$ cat config.mk
export PLATFORM = sky130hd
export DESIGN_NAME = keypad_fan_command_handler
export DESIGN_NICKNAME = d
export VERILOG_FILES = /design/src/core/kfc_pkg.sv /design/src/core/kfc_ifs.sv /design/src/core/fan_channel.sv /design/src/core/key_tracker.sv /design/src/core/keypad_fan_command_handler.sv
export VERILOG_INCLUDE_DIRS = /design/src /design/src/core
export SDC_FILE = /design/constraint.sdc
export NUM_CORES = 1
export LEC_CHECK = 0
export BUFFER_PORTS_ARGS = -buffer_cell sky130_fd_sc_hd__buf_2
export CELL_PAD_IN_SITES_DETAIL_PLACEMENT = 0
export CELL_PAD_IN_SITES_GLOBAL_PLACEMENT = 1
export CORE_AREA = 2 2 211 213
export DETAILED_ROUTE_END_ITERATION = 8
export DIE_AREA = 0 0 213 215
export PLACE_DENSITY_LB_ADDON = 0.08
export SLEW_MARGIN = 20
export SYNTH_ARGS = -nofsm -noshare
export SYNTH_HDL_FRONTEND = slang
export SYNTH_HIERARCHICAL = 1
export SYNTH_SLANG_ARGS = --single-unit
$ cat constraint.sdc
create_clock -name clk_sys -period 2.29 [get_ports clk_sys]
set_clock_uncertainty 0.1 [all_clocks]
set_input_delay 0.3435 -clock clk_sys [delete_from_list [all_inputs] [get_ports clk_sys]]
set_output_delay 0.3435 -clock clk_sys [all_outputs]
set_load 0.005 [all_outputs]
$ cat src/core/kfc_consts.svh
// Constants for the keypad and fan command handler
// Notes on behaviour
// - After reset every key event is reported
// - Command 0x17 sets press and release masks
// - Key masks saved with the boot state
// - Answer type is command type OR 0x40 unless the command is refused
// - Command 0x18 answers held, pressed, released masks
// - Pressed and released masks gather since last poll
// - Poll shows all keys regardless of masks
// - Command 0x19 sets fail-safe mask and timeout
// - Timeout expiry forces fail-safe fans to full
// - Fan PWM repeats at about eighteen hertz
// - Tach ignored for delay counts after turn-on
// - Glitch delay defaults to one count
// - Command 0x1A sets four glitch delays
// - Glitch delays saved with the boot state
// - Command 0x1B answers four powers and mask
// - Fan powers range zero to one hundred
`ifndef KFC_CONSTS_SVH
`define KFC_CONSTS_SVH
`define KEY_UP_BIT      6'h01
`define KEY_ACCEPT_BIT  6'h02
`define KEY_ABORT_BIT   6'h04
`define KEY_WEST_BIT    6'h08
`define KEY_EAST_BIT    6'h10
`define KEY_SOUTH_BIT   6'h20
`define KEY_MASK_RST    (`KEY_UP_BIT | `KEY_ACCEPT_BIT | `KEY_ABORT_BIT | `KEY_WEST_BIT | `KEY_EAST_BIT | `KEY_SOUTH_BIT)
`define CMD_STORE_BOOT  8'h04
`define CMD_FAN_POWER   8'h11
`define CMD_KEY_MASKS   8'h17
`define CMD_KEY_POLL    8'h18
`define CMD_FAILSAFE    8'h19
`define CMD_GLITCH      8'h1a
`define CMD_FAN_QUERY   8'h1b
`define RSP_FLAG        8'h40
`define LEN_POLL        4'h3
`define LEN_QUERY       4'h5
`define OFS_CMD         8'h00
`define OFS_ARG         8'h04
`define OFS_RSP         8'h08
`define OFS_RSP_D       8'h0c
`define OFS_RSP_E       8'h10
`define OFS_EVT         8'h14
`define OFS_BOOT_KEYS   8'h18
`define OFS_BOOT_GD     8'h1c
`define OFS_STATUS      8'h20
`define POWER_FULL      8'h64
`define POWER_RST       8'h00
`define GLITCH_RST      8'h01
`define PWM_LAST_STEP   7'h63
`define CLK_NS          100
`define TICK_NS         552500
`define EIGHTH_NS       125000000
`endif

$ cat src/core/kfc_pkg.sv
// Types shared by the keypad and fan command handler
package kfc_pkg;
  typedef enum logic [1:0] {ST_IDLE = 2'h1, ST_EXEC = 2'h2} cmd_state_t;
  typedef logic [5:0] keys_t;
  typedef logic [7:0] byte_t;
endpackage

$ cat src/core/kfc_ifs.sv
// Interfaces between the handler and its fan and key sub-blocks
`timescale 1ns/1ps
interface fan_if;
  logic [6:0] phase;       // PWM step 0..99
  logic       tick;        // One pulse per step
  logic [7:0] power;       // Effective power 0..100
  logic [7:0] delay;       // Tach blanking counts
  logic       pwm;         // Fan drive
  logic       tach_pulse;  // Accepted tach edge
  modport ctl (output phase, tick, power, delay, input pwm, tach_pulse);
  modport ch (input phase, tick, power, delay, output pwm, tach_pulse);
endinterface // fan_if

interface key_if;
  import kfc_pkg::*;
  logic  poll;      // Clear accumulators
  keys_t held;      // Keys down now
  keys_t pressed;   // Pressed since poll
  keys_t released;  // Released since poll
  keys_t press_evt; // One-cycle press events
  keys_t rel_evt;   // One-cycle release events
  modport ctl (output poll, input held, pressed, released, press_evt, rel_evt);
  modport trk (input poll, output held, pressed, released, press_evt, rel_evt);
endinterface // key_if

$ cat src/core/fan_channel.sv
// One fan: PWM drive and tachometer blanking after turn-on
`timescale 1ns/1ps
module fan_channel (
  input  wire logic clk_sys,
  input  wire logic rstn,
  input  wire logic tach_in,
  fan_if.ch         fif
);
  import kfc_pkg::*;
  logic       pwm_r;      // Drive level
  logic       pwm_nxt;    // Drive for next step
  logic [7:0] blank_r;    // Counts left to ignore
  logic       tach_d_r;   // Previous tach level
  logic       pulse_r;    // Accepted tach edge

  assign pwm_nxt = ({1'b0, fif.phase} < fif.power);
  assign fif.pwm = pwm_r;
  assign fif.tach_pulse = pulse_r;

  // Drive high while the step is below power
  always_ff @(posedge clk_sys or negedge rstn) begin
    if (!rstn) begin
      pwm_r <= 1'b0;
    end else begin
      pwm_r <= pwm_nxt;
    end
  end

  // Blanking restarts on each turn-on; the first count may be partial
  always_ff @(posedge clk_sys or negedge rstn) begin
    if (!rstn) begin
      blank_r <= 8'h00;
    end else if (pwm_nxt && !pwm_r) begin
      blank_r <= fif.delay;
    end else if (fif.tick && blank_r != 8'h00) begin
      blank_r <= blank_r - 8'h01;
    end
  end

  // Rising tach edges count only while powered and unblanked
  always_ff @(posedge clk_sys or negedge rstn) begin
    if (!rstn) begin
      tach_d_r <= 1'b0;
      pulse_r  <= 1'b0;
    end else begin
      tach_d_r <= tach_in;
      pulse_r  <= tach_in && !tach_d_r && pwm_r && blank_r == 8'h00;
    end
  end
endmodule // fan_channel

$ cat src/core/key_tracker.sv
// Key state, edge events and since-poll accumulators
`timescale 1ns/1ps
module key_tracker (
  input  wire logic       clk_sys,
  input  wire logic       rstn,
  input  wire logic [5:0] key_raw,
  key_if.trk              kif
);
  import kfc_pkg::*;
  keys_t held_r;     // Keys down
  keys_t press_r;    // Pressed since poll
  keys_t rel_r;      // Released since poll
  keys_t pev_r;      // Press event pulse
  keys_t rev_r;      // Release event pulse
  keys_t new_press;  // Fresh press edges
  keys_t new_rel;    // Fresh release edges

  assign new_press = key_raw & ~held_r;
  assign new_rel   = ~key_raw & held_r;
  assign kif.held = held_r;
  assign kif.pressed = press_r;
  assign kif.released = rel_r;
  assign kif.press_evt = pev_r;
  assign kif.rel_evt = rev_r;

  // Edges of every key, unmasked
  always_ff @(posedge clk_sys or negedge rstn) begin
    if (!rstn) begin
      held_r <= 6'h00;
      pev_r  <= 6'h00;
      rev_r  <= 6'h00;
    end else begin
      held_r <= key_raw;
      pev_r  <= new_press;
      rev_r  <= new_rel;
    end
  end

  // Poll clears, but an edge in the same cycle survives
  always_ff @(posedge clk_sys or negedge rstn) begin
    if (!rstn) begin
      press_r <= 6'h00;
      rel_r   <= 6'h00;
    end else begin
      press_r <= (kif.poll ? 6'h00 : press_r) | new_press;
      rel_r   <= (kif.poll ? 6'h00 : rel_r) | new_rel;
    end
  end
endmodule // key_tracker

$ cat src/core/keypad_fan_command_handler.sv
// Keypad and fan command handler with an APB register front end
`timescale 1ns/1ps
`include "kfc_consts.svh"
module keypad_fan_command_handler #(
  parameter int unsigned TICK_CYC   = `TICK_NS / `CLK_NS,
  parameter int unsigned EIGHTH_CYC = `EIGHTH_NS / `CLK_NS
) (
  input  wire logic           clk_sys,
  input  wire logic           rstn,
  input  wire logic [7:0]     paddr,
  input  wire logic           psel,
  input  wire logic           penable,
  input  wire logic           pwrite,
  input  wire logic [31:0]    pwdata,
  output logic [31:0]         prdata,
  output logic                pready,
  output logic                pslverr,
  input  wire kfc_pkg::keys_t key_raw,
  input  wire logic [3:0]     tach_in,
  output logic [3:0]          fan_pwm,
  output logic [3:0]          tach_pulse,
  output logic                key_report,
  output logic [3:0]          failsafe_active
);
  import kfc_pkg::*;

  // Bus side
  logic [31:0] prdata_r;      // Read data, loaded in setup
  logic        pready_r;      // High in the access phase
  logic        pslverr_r;     // Unmapped address
  logic [31:0] rd_mux;        // Selected register
  logic        hit;           // Address is mapped
  logic        wr_acc;        // Write completes
  logic        rd_acc;        // Read completes
  // Command engine
  cmd_state_t  state_r;       // Idle or executing
  logic [7:0]  cmd_r;         // Command type
  logic [31:0] arg_r;         // Data bytes 0..3
  logic        cmd_ok;        // Known and valid
  logic        exec;          // Execute this cycle
  logic        go_store, go_pow, go_keys, go_poll, go_fs, go_gd, go_query;
  logic [7:0]  rsp_type_r;    // Answer type
  logic [3:0]  rsp_len_r;     // Answer length
  logic        rsp_err_r;     // Command refused
  logic [39:0] rsp_data_r;    // Answer bytes 0..4
  // Settings
  keys_t       press_mask_r;  // Press report mask
  keys_t       rel_mask_r;    // Release report mask
  keys_t       boot_press_r;  // Saved press mask
  keys_t       boot_rel_r;    // Saved release mask
  logic [7:0]  power_r [4];   // Host fan power
  logic [7:0]  delay_r [4];   // Glitch delays
  logic [7:0]  boot_gd_r [4]; // Saved glitch delays
  // Fail-safe
  logic [3:0]  fs_mask_r;     // Fans under fail-safe
  logic [7:0]  fs_timeout_r;  // Reload, eighth seconds
  logic [7:0]  fs_cnt_r;      // Remaining eighths
  logic        fs_fired_r;    // Timeout ran out
  logic [3:0]  forced_r;      // Fans forced to full
  // Key events
  keys_t       evt_press_r, evt_rel_r;
  keys_t       evt_press_nxt, evt_rel_nxt;
  logic        key_report_r;  // Unread event pending
  logic        seen_keys_r;   // Masks ever written
  // Timebase
  logic [23:0] tick_div_r;    // Step prescaler
  logic        tick_r;        // 1/100 PWM period
  logic [6:0]  phase_r;       // PWM step
  logic [23:0] eighth_div_r;  // Eighth prescaler
  logic        eighth_r;      // 1/8 second pulse

  fan_if fif [4] ();
  key_if kif ();

  // Byte i of a data word
  function automatic byte_t byte_of(input logic [31:0] w, input logic [1:0] idx);
    return w[{idx, 3'b000} +: 8];
  endfunction

  // Power seen by a fan, full when forced
  function automatic byte_t eff_pow(input byte_t p, input logic force_full);
    return force_full ? `POWER_FULL : p;
  endfunction

  assign prdata = prdata_r;
  assign pready = pready_r;
  assign pslverr = pslverr_r;
  assign key_report = key_report_r;
  assign failsafe_active = forced_r;
  assign wr_acc = psel && penable && pready_r && pwrite;
  assign rd_acc = psel && penable && pready_r && !pwrite;

  // Register read map; misaligned and unknown addresses miss
  always_comb begin
    hit = 1'b1;
    rd_mux = 32'h0000_0000;
    case (paddr)
      `OFS_CMD:       rd_mux = {24'h00_0000, cmd_r};
      `OFS_ARG:       rd_mux = arg_r;
      `OFS_RSP:       rd_mux = {15'h0000, rsp_err_r, 4'h0, rsp_len_r, rsp_type_r};
      `OFS_RSP_D:     rd_mux = rsp_data_r[31:0];
      `OFS_RSP_E:     rd_mux = {24'h00_0000, rsp_data_r[39:32]};
      `OFS_EVT:       rd_mux = {18'h0_0000, evt_rel_r, 2'h0, evt_press_r};
      `OFS_BOOT_KEYS: rd_mux = {18'h0_0000, boot_rel_r, 2'h0, boot_press_r};
      `OFS_BOOT_GD:   rd_mux = {boot_gd_r[3], boot_gd_r[2], boot_gd_r[1], boot_gd_r[0]};
      `OFS_STATUS:    rd_mux = {15'h0000, state_r == ST_EXEC, fs_cnt_r, 3'h0, fs_fired_r,
                                fs_mask_r};
      default:        hit = 1'b0;
    endcase
  end

  // One wait-free access: data and error are ready when penable rises
  always_ff @(posedge clk_sys or negedge rstn) begin
    if (!rstn) begin
      pready_r  <= 1'b0;
      prdata_r  <= 32'h0000_0000;
      pslverr_r <= 1'b0;
    end else begin
      pready_r <= psel && !penable;
      if (psel && !penable) begin
        prdata_r  <= pwrite ? 32'h0000_0000 : rd_mux;
        pslverr_r <= !hit;
      end
    end
  end

  // Argument word written by software
  always_ff @(posedge clk_sys or negedge rstn) begin
    if (!rstn) begin
      arg_r <= 32'h0000_0000;
    end else if (wr_acc && paddr == `OFS_ARG) begin
      arg_r <= pwdata;
    end
  end

  // Command FSM: a write to the command word runs one cycle later
  always_ff @(posedge clk_sys or negedge rstn) begin
    if (!rstn) begin
      state_r <= ST_IDLE;
      cmd_r   <= 8'h00;
    end else begin
      case (state_r)
        ST_IDLE: begin
          if (wr_acc && paddr == `OFS_CMD) begin
            cmd_r   <= pwdata[7:0];
            state_r <= ST_EXEC;
          end
        end
        ST_EXEC: state_r <= ST_IDLE;
        default: state_r <= ST_IDLE;
      endcase
    end
  end

  // Known commands and their argument checks
  always_comb begin
    cmd_ok = 1'b1;
    case (cmd_r)
      `CMD_FAN_POWER: begin
        for (int i = 0; i < 4; i++) begin
          if (byte_of(arg_r, 2'(i)) > `POWER_FULL) cmd_ok = 1'b0;
        end
      end
      `CMD_FAILSAFE: cmd_ok = byte_of(arg_r, 2'd1) != 8'h00;
      `CMD_STORE_BOOT, `CMD_KEY_MASKS, `CMD_KEY_POLL, `CMD_GLITCH, `CMD_FAN_QUERY:
        cmd_ok = 1'b1;
      default: cmd_ok = 1'b0;
    endcase
  end

  assign exec     = state_r == ST_EXEC;
  assign go_store = exec && cmd_ok && cmd_r == `CMD_STORE_BOOT;
  assign go_pow   = exec && cmd_ok && cmd_r == `CMD_FAN_POWER;
  assign go_keys  = exec && cmd_ok && cmd_r == `CMD_KEY_MASKS;
  assign go_poll  = exec && cmd_ok && cmd_r == `CMD_KEY_POLL;
  assign go_fs    = exec && cmd_ok && cmd_r == `CMD_FAILSAFE;
  assign go_gd    = exec && cmd_ok && cmd_r == `CMD_GLITCH;
  assign go_query = exec && cmd_ok && cmd_r == `CMD_FAN_QUERY;
  assign kif.poll = go_poll;

  // Answer packet; refused commands echo the type with the error bit
  always_ff @(posedge clk_sys or negedge rstn) begin
    if (!rstn) begin
      rsp_type_r <= 8'h00;
      rsp_len_r  <= 4'h0;
      rsp_err_r  <= 1'b0;
      rsp_data_r <= 40'h00_0000_0000;
    end else if (exec) begin
      rsp_type_r <= cmd_ok ? (cmd_r | `RSP_FLAG) : cmd_r;
      rsp_err_r  <= !cmd_ok;
      rsp_len_r  <= 4'h0;
      rsp_data_r <= 40'h00_0000_0000;
      if (go_poll) begin
        rsp_len_r  <= `LEN_POLL;
        rsp_data_r <= {16'h0000, 2'h0, kif.released, 2'h0, kif.pressed, 2'h0, kif.held};
      end
      if (go_query) begin
        rsp_len_r <= `LEN_QUERY;
        for (int i = 0; i < 4; i++) begin
          rsp_data_r[8*i +: 8] <= eff_pow(power_r[i], fs_fired_r && fs_mask_r[i]);
        end
        rsp_data_r[39:32] <= {4'h0, fs_mask_r};
      end
    end
  end

  // Report masks; all keys enabled out of reset
  always_ff @(posedge clk_sys or negedge rstn) begin
    if (!rstn) begin
      press_mask_r <= `KEY_MASK_RST;
      rel_mask_r   <= `KEY_MASK_RST;
      seen_keys_r  <= 1'b0;
    end else if (go_keys) begin
      press_mask_r <= arg_r[5:0];
      rel_mask_r   <= arg_r[13:8];
      seen_keys_r  <= 1'b1;
    end
  end

  // Host fan power
  always_ff @(posedge clk_sys or negedge rstn) begin
    if (!rstn) begin
      for (int i = 0; i < 4; i++) power_r[i] <= `POWER_RST;
    end else if (go_pow) begin
      for (int i = 0; i < 4; i++) power_r[i] <= byte_of(arg_r, 2'(i));
    end
  end

  // Glitch delays, byte 0 for fan 1
  always_ff @(posedge clk_sys or negedge rstn) begin
    if (!rstn) begin
      for (int i = 0; i < 4; i++) delay_r[i] <= `GLITCH_RST;
    end else if (go_gd) begin
      for (int i = 0; i < 4; i++) delay_r[i] <= byte_of(arg_r, 2'(i));
    end
  end

  // Boot copy; restoring it from storage is outside this block
  always_ff @(posedge clk_sys or negedge rstn) begin
    if (!rstn) begin
      boot_press_r <= `KEY_MASK_RST;
      boot_rel_r   <= `KEY_MASK_RST;
      for (int i = 0; i < 4; i++) boot_gd_r[i] <= `GLITCH_RST;
    end else if (go_store) begin
      boot_press_r <= press_mask_r;
      boot_rel_r   <= rel_mask_r;
      for (int i = 0; i < 4; i++) boot_gd_r[i] <= delay_r[i];
    end
  end

  // Fail-safe countdown; any power update restarts it
  always_ff @(posedge clk_sys or negedge rstn) begin
    if (!rstn) begin
      fs_mask_r    <= 4'h0;
      fs_timeout_r <= 8'h00;
      fs_cnt_r     <= 8'h00;
      fs_fired_r   <= 1'b0;
    end else if (go_fs) begin
      fs_mask_r    <= arg_r[3:0];
      fs_timeout_r <= arg_r[15:8];
      fs_cnt_r     <= arg_r[15:8];
      fs_fired_r   <= 1'b0;
    end else if (go_pow) begin
      fs_cnt_r   <= fs_timeout_r;
      fs_fired_r <= 1'b0;
    end else if (eighth_r && fs_cnt_r != 8'h00) begin
      fs_cnt_r <= fs_cnt_r - 8'h01;
      if (fs_cnt_r == 8'h01) fs_fired_r <= 1'b1;
    end
  end

  // Forced-fan indicator, one cycle behind the forced power
  always_ff @(posedge clk_sys or negedge rstn) begin
    if (!rstn) begin
      forced_r <= 4'h0;
    end else begin
      forced_r <= fs_mask_r & {4{fs_fired_r}};
    end
  end

  // Reading clears only the bits returned, so a new event is kept
  always_comb begin
    evt_press_nxt = evt_press_r | (kif.press_evt & press_mask_r);
    evt_rel_nxt   = evt_rel_r | (kif.rel_evt & rel_mask_r);
    if (rd_acc && paddr == `OFS_EVT) begin
      evt_press_nxt = (evt_press_r & ~prdata_r[5:0]) | (kif.press_evt & press_mask_r);
      evt_rel_nxt   = (evt_rel_r & ~prdata_r[13:8]) | (kif.rel_evt & rel_mask_r);
    end
  end

  // Pending key events
  always_ff @(posedge clk_sys or negedge rstn) begin
    if (!rstn) begin
      evt_press_r  <= 6'h00;
      evt_rel_r    <= 6'h00;
      key_report_r <= 1'b0;
    end else begin
      evt_press_r  <= evt_press_nxt;
      evt_rel_r    <= evt_rel_nxt;
      key_report_r <= |{evt_press_nxt, evt_rel_nxt};
    end
  end

  // PWM step timebase, 100 steps per period
  always_ff @(posedge clk_sys or negedge rstn) begin
    if (!rstn) begin
      tick_div_r <= 24'h00_0000;
      tick_r     <= 1'b0;
      phase_r    <= 7'h00;
    end else begin
      tick_r <= tick_div_r == 24'(TICK_CYC - 1);
      if (tick_div_r == 24'(TICK_CYC - 1)) begin
        tick_div_r <= 24'h00_0000;
        phase_r    <= (phase_r == `PWM_LAST_STEP) ? 7'h00 : phase_r + 7'h01;
      end else begin
        tick_div_r <= tick_div_r + 24'h00_0001;
      end
    end
  end

  // Eighth-second timebase for the fail-safe
  always_ff @(posedge clk_sys or negedge rstn) begin
    if (!rstn) begin
      eighth_div_r <= 24'h00_0000;
      eighth_r     <= 1'b0;
    end else begin
      eighth_r <= eighth_div_r == 24'(EIGHTH_CYC - 1);
      if (eighth_div_r == 24'(EIGHTH_CYC - 1)) eighth_div_r <= 24'h00_0000;
      else eighth_div_r <= eighth_div_r + 24'h00_0001;
    end
  end

  // Fan channels
  for (genvar i = 0; i < 4; i++) begin : g_fan
    assign fif[i].phase = phase_r;
    assign fif[i].tick  = tick_r;
    assign fif[i].power = eff_pow(power_r[i], fs_fired_r && fs_mask_r[i]);
    assign fif[i].delay = delay_r[i];
    assign fan_pwm[i]    = fif[i].pwm;
    assign tach_pulse[i] = fif[i].tach_pulse;
    fan_channel u_fan (
      .clk_sys (clk_sys),
      .rstn    (rstn),
      .tach_in (tach_in[i]),
      .fif     (fif[i])
    );
  end

  key_tracker u_keys (
    .clk_sys (clk_sys),
    .rstn    (rstn),
    .key_raw (key_raw),
    .kif     (kif)
  );
endmodule // keypad_fan_command_handler

# After elaboration in Yosys (flattened, before gate mapping)

Cells that the tools add are included.

Register bits: 418
Output and inout port bits: 47

Add/subtract/negate cells: 8
Magnitude comparators: 8
Eq/ne operators: 22
Mux-type cells: 41
Bitwise gates (word level): 17
Reductions and logical operators: 75

Operators by type and width:

| cell                                                          | count |
|---|---|
| case mux 32 bit (9 select lines)                              | 1 |
| two-way mux 8 bit                                             | 15 |
| equality test 8 x 5 -> 1 bit, second input constant           | 10 |
| adder 24 x 1 -> 24 bit, second input constant                 | 2 |
| two-way mux 24 bit                                            | 2 |
| nonzero test 8 bit                                            | 6 |
| logical AND 1 bit                                             | 41 |
| zero test 8 bit                                               | 5 |
| two-way mux 40 bit                                            | 1 |
| subtractor 8 x 1 -> 8 bit, second input constant              | 5 |
| bitwise AND 6 bit                                             | 6 |
| OR 6 bit                                                      | 6 |
| greater-than comparator 8 x 7 -> 1 bit, second input constant | 4 |
| < comparator 7 x 8 -> 1 bit                                   | 4 |
| two-way mux 32 bit                                            | 1 |
| equality test 24 x 13 -> 1 bit, second input constant         | 1 |
| equality test 24 x 21 -> 1 bit, second input constant         | 1 |
| two-way mux 6 bit                                             | 4 |
| inverter 6 bit                                                | 4 |
| two-way mux 22 bit                                            | 1 |
| equality test 8 x 3 -> 1 bit, second input constant           | 2 |
| equality test 8 x 4 -> 1 bit, second input constant           | 2 |
| two-way mux 7 bit                                             | 2 |
| zero test 1 bit                                               | 12 |
| other kinds (18)                                              | 33 |

# Depth between registers and ports, before layout

Depth in word-level cells: 10
Gate-level depth with buffers: 10
Depth with buffers taken out: 8

# Hierarchy

Netlist, hierarchy kept.

Modules (own cells, without submodules):

| module                     | times used | cells each | area each (um^2) |
|---|---|---|---|
| keypad_fan_command_handler | 1          | 1,292      | 15,332.2 |
| fan_channel                | 4          | 77         | 793.3 |
| key_tracker                | 1          | 56         | 937.1 |

# Worst setup path before layout

No wires, ideal clock.

Path type: register -> register
Start point: reg fs_fired_r
End point: reg g_fan[0].u_fan.blank_r[0]
Library setup time: 125 ps
Arrival time: 2,176 ps
Data required time: 2,065 ps
Setup slack: -111 ps
Cell stages (with the launch flop): 11
Buffers on the path: 2
Period minus slack after synthesis: 2,401 ps
Cells stage by stage: dfrtp_1 -> nand2_1 -> clkbuf_1 -> and2_1 -> inv_1 -> ha_1 -> o211ai_1 -> o21a_1 -> o221a_2 -> buf_2 -> mux2_2

Cells in the longest elaborated chain, start to end: 5

Ends and longest elaborated chain:

| item                                                    | line                              | RTL |
|---|---|---|
| start, declared                                         | keypad_fan_command_handler.sv:58  | `logic fs_fired_r;` |
| start signal, assigned                                  | keypad_fan_command_handler.sv:257 | `fs_fired_r <= 1'b0;` |
| start signal, assigned                                  | keypad_fan_command_handler.sv:262 | `fs_fired_r <= 1'b0;` |
| start signal, assigned                                  | keypad_fan_command_handler.sv:265 | `fs_fired_r <= 1'b0;` |
| logical AND 1 bit (*)                                   | keypad_fan_command_handler.sv:337 | `assign fif[i].power = eff_pow(power_r[i], fs_fired_r && fs_mask_r[i]);` |
| two-way mux 8 bit (*)                                   | keypad_fan_command_handler.sv:82  | `` return force_full ? `POWER_FULL : p; `` |
| named net fif[0].power[1]                               | kfc_ifs.sv:6                      | `logic [7:0] power;` |
| < comparator 7 x 8 -> 1 bit (*)                         | fan_channel.sv:16                 | `assign pwm_nxt = ({1'b0, fif.phase} < fif.power);` |
| logical AND 1 bit (*)                                   | fan_channel.sv:33                 | `end else if (pwm_nxt && !pwm_r) begin` |
| two-way mux 8 bit or nonzero test 2 bit (tied branches) | -                                 |  |
| end signal, assigned                                    | fan_channel.sv:34                 | `blank_r <= fif.delay;` |
| end signal, assigned                                    | fan_channel.sv:36                 | `blank_r <= blank_r - 8'h01;` |
| end, declared                                           | fan_channel.sv:12                 | `logic [7:0] blank_r;` |

The timed path passes the listed nets; every way through them passes the cells marked *.
A chain may end at the register's enable or synchronous reset.

# Worst setup path in the final report

Start point: reg arg_r[31]
End point: reg power_r[6] (netlist bit)

Cells in the longest elaborated chain, start to end: 5

Ends and longest elaborated chain:

| item                                             | line                              | RTL |
|---|---|---|
| start, declared                                  | keypad_fan_command_handler.sv:38  | `logic [31:0] arg_r;` |
| start signal, assigned                           | keypad_fan_command_handler.sv:132 | `arg_r <= pwdata;` |
| greater-than comparator 8 x 7 -> 1 bit (no line) | -                                 |  |
| two-way mux 1 bit                                | keypad_fan_command_handler.sv:161 | `` if (byte_of(arg_r, 2'(i)) > `POWER_FULL) cmd_ok = 1'b0; `` |
| case mux 1 bit (3 select lines)                  | keypad_fan_command_handler.sv:158 | `case (cmd_r)` |
| logical AND 1 bit                                | keypad_fan_command_handler.sv:173 | `` assign go_pow = exec && cmd_ok && cmd_r == `CMD_FAN_POWER; `` |
| logical AND 1 bit (no line)                      | -                                 |  |
| end, declared                                    | keypad_fan_command_handler.sv:51  | `logic [7:0] power_r [4];` |

No other way between the ends.

==> impl_results.md <==
* Final instance area at 0.0248 mm2
* Synth Area in Compound Gates at 11.3%
* Post-synthesis adder-cell area fraction at approximately 2.5%
* Via Count at 14,468
* Post-DP Area at 0.0221 mm2
* GRT overflow at 0
* Largest family of logic cells by synthesized area: multiplexers
* DIE WIDTH at between 200 and 250 um
* CTS tree: built
* Period Utilization, post-route at 106%
* Placed Cells at 2,470
* Layout Cells excl Fill at 2,611
* Mux contribution to synthesized area at 13.5%
* Worst slew margin at 46.8%
* Initial core utilization at 44.5%
* Area of the die at 0.0458 mm2
* Worst-margin pin slew at 0.797 ns
* Simple-gate area share of the yosys netlist at 12.9%
* Ys flop type: dfrtp_1
* # DRC at 0
* Cell area after synthesis at between 0.015 and 0.02 mm2
* Largest net degree at the start of global routing at 60
* Worst setup SP type: register
* Gpl congestion at 0.897
* Worst setup EP type: register
* Pre-CTS setup slack at -0.363 ns
* CP Max Fanout at 7
* Endpoints failing setup at 50
* R2R depth at 6
* Failing checks: setup timing
* GRT Total Usage at 26.2%
* Fmax at 0.412 GHz
* Top Ports at a little over 100
* Commonest non-fill, non-tap cells in the layout: dfrtp_1, buf_4, mux2_2
* Layout cells sized above 1 at 35.4%
* Total wire length at 58,800 um
* Layout area overhead at 27.3%
* Req. time, crit path at about 2.6 ns
* Hold depth at 2
* 1st-pass router iterations at 8
* Post-Synth XOR/XNOR Area at 2.52%
* Max Transition Viols Final at 0
* Post-synthesis register bit count at 413
* EDFF count, synth at 0
* Final worst path period need at 2.43 ns
* Clock latency on the worst-skew pair at about 0.59 ns
* CTS Buf Count at 47
* Async set-or-reset flop fraction in the synthesized netlist at 100%
* Sequential area share after synthesis at 53.4%
* Unique cell type count in the Yosys netlist at 76
* Clk pin slew, worst setup/hold paths at 0.06 ns
* First-pass GRT wire length at 89,800 um
* Antenna Nets Post-Route at 0
* Number of global-route vias before repair at 14,728
* Maximum vdd drop at 0.000493 V
* Iter 0 DRT Violations at 1,038
* Synth Instances at 1,656
* Nets at 2,073
* Row count at 77
* Hpwl dp at 42,700 um
* Outcome: finished, violations left
* Average cell area after synthesis at 11.7 um2
* Initial antenna violation count at 3
* Die Y at 215 um
* Root Buffer Master: clkbuf_16
* Critical path arrival at 2.78 ns
* Crit Path Category: register to register
* Minimum hold slack at 0.0642 ns
* Clock Path Buffers at 3
* Pwr per Cell Area at 620 mW/mm2
* Final hold violation count at 0
* Vias per cell at 5.54
* Most common cell after layout, fill and taps aside: dfrtp_1
* Final TNS setup at -3.94 ns
* RSZ-0062 raised after global routing: true
* Worst Hold Class: primary input to register
* Max cap viols at 0
* CTS Sinks at 413
* Final worst setup slack at -0.137 ns
* YS warnings at 6
* Total nets after synthesis at about 1,800
* Port bufs at 101
* CTS HTree Levels at 2
* Wire per inst at 22.5 um
* Leak Pwr at 11.7 nW
* Core box area at approximately 0.044 mm2
final timing paths:
| check | startpoint | end | slack (ns) |
|---|---|---|---|
| min in group asynchronous | rstn | g_fan[2].u_fan/fif.pwm | 0.16 |
| worst min-delay path | pwdata[7] | cmd_r[7] | 0.06 |
| worst max register to register | arg_r[31] | power_r[6] | -0.14 |
| max in group asynchronous | rstn | g_fan[2].u_fan/fif.tach_pulse | 1.14 |
| worst max-delay path | arg_r[31] | power_r[6] | -0.14 |
| worst min register to register | g_fan[3].u_fan/tach_d_r | g_fan[3].u_fan/fif.tach_pulse | 0.31 |
critical path, cell delays in order, from the launching register on:
cell and delay, ns:
dfrtp_1 0.41, nor3_2 0.20, nand3_2 0.14, or4_4 0.53
a211o_4 0.42, buf_12 0.18, mux2_4 0.30
per-stage QoR:
step	power, mW	utilization [%]
final	15.3	56.7
after global routing	15.9	56.7
after CTS	15.5	55.6
after detailed placement	7.90	50.7
after global placement	7.90	50.7
after floorplan	7.55	-
power by group:
part           internal, mW  total (mW)  switching, mW
registers              7.33        7.35         0.0191
clock network          4.47        7.53           3.06
logic                 0.169       0.471          0.301
total                  12.0        15.3           3.38
sequential cells by signal (all words and copies together), names as in the netlist, 7 cells and up:
| register | flops |
|---|---|
| rsp_data_r | 36 |
| arg_r | 32 |
| boot_gd_r | 32 |
| fif.delay | 32 |
| g_fan.u_fan/blank_r | 32 |
| power_r | 32 |
| prdata | 32 |
| eighth_div_r | 24 |
| tick_div_r | 24 |
| cmd_r | 8 |
| fs_cnt_r | 8 |
| fs_timeout_r | 8 |
| rsp_type_r | 8 |
| fif.phase | 7 |
cell type report:
type	instances	area [um2]
multi-input combinational	1081	8880
inverter	79	299
clock inverter	17	165
sequential	413	10400
timing repair buffer	357	2880
antenna	3	7.51
fill	3730	18900
tap	592	741
clock buffer	69	1400
kinds of logic (layout without fill, tap and decap cells):
kind of cell    Yosys count  after routing
simple gates            457            457
flops                   413            413
compound gates          302            302
mux                     227            227
buf+inv                 162            522
xor+xnor                 56             56
fa+ha+maj                39             39
other cells               0              3
routing by layer:
layer	track usage (%)	vias up	part of all wire (%)
met3	4.92	80	5.7
met1	38.9	7304	47
met4	6.57	2	2.3
met5	0	-	0.017
li1	-	6697	-
met2	39.3	385	44
repair_timing:
action | 4_1_cts | 5_1_grt
cloned | 2 | 1
endpoints found under the hold margin | 323 | 0
setup endpoints to repair | 107 | 86
hold buffers | 42 | 0
gates resized for setup | 28 | 91
pin swaps | 6 | 20
setup buffers | 0 | 9
cells in the mapped netlist (7+ instances only):
library cell	number	share of area [%]
a211oi_1	12	0.46
xor2_1	22	0.99
nand2_1	113	2.2
nand2b_1	18	0.58
mux2_4	26	2.0
buf_6	9	0.52
nor4_1	22	0.71
a21oi_1	59	1.5
clkbuf_1	45	0.87
a21o_1	29	1.1
o31ai_1	10	0.39
nor2b_1	17	0.55
nand3_1	42	1.1
a22oi_1	19	0.73
buf_4	11	0.42
xnor2_1	34	1.5
o21ai_0	40	1.0
and2_1	26	0.84
or3_1	12	0.39
a222oi_1	23	1.2
mux2i_1	20	1.0
nor3_1	30	0.77
a32oi_1	16	0.72
nor4b_1	16	0.72
ha_1	39	2.5
mux2_2	156	9.0
inv_1	77	1.5
a22o_1	25	1.1
nand4_1	15	0.48
dfstp_2	33	4.5
o211ai_1	7	0.27
a221oi_1	8	0.36
a2111oi_0	10	0.45
nor3b_1	11	0.42
nor2_1	67	1.3
and3_1	20	0.64
mux2_1	25	1.4
dfrtp_1	380	49
buf_2	16	0.41
No activity file was read; power rests on OpenSTA's default activity.
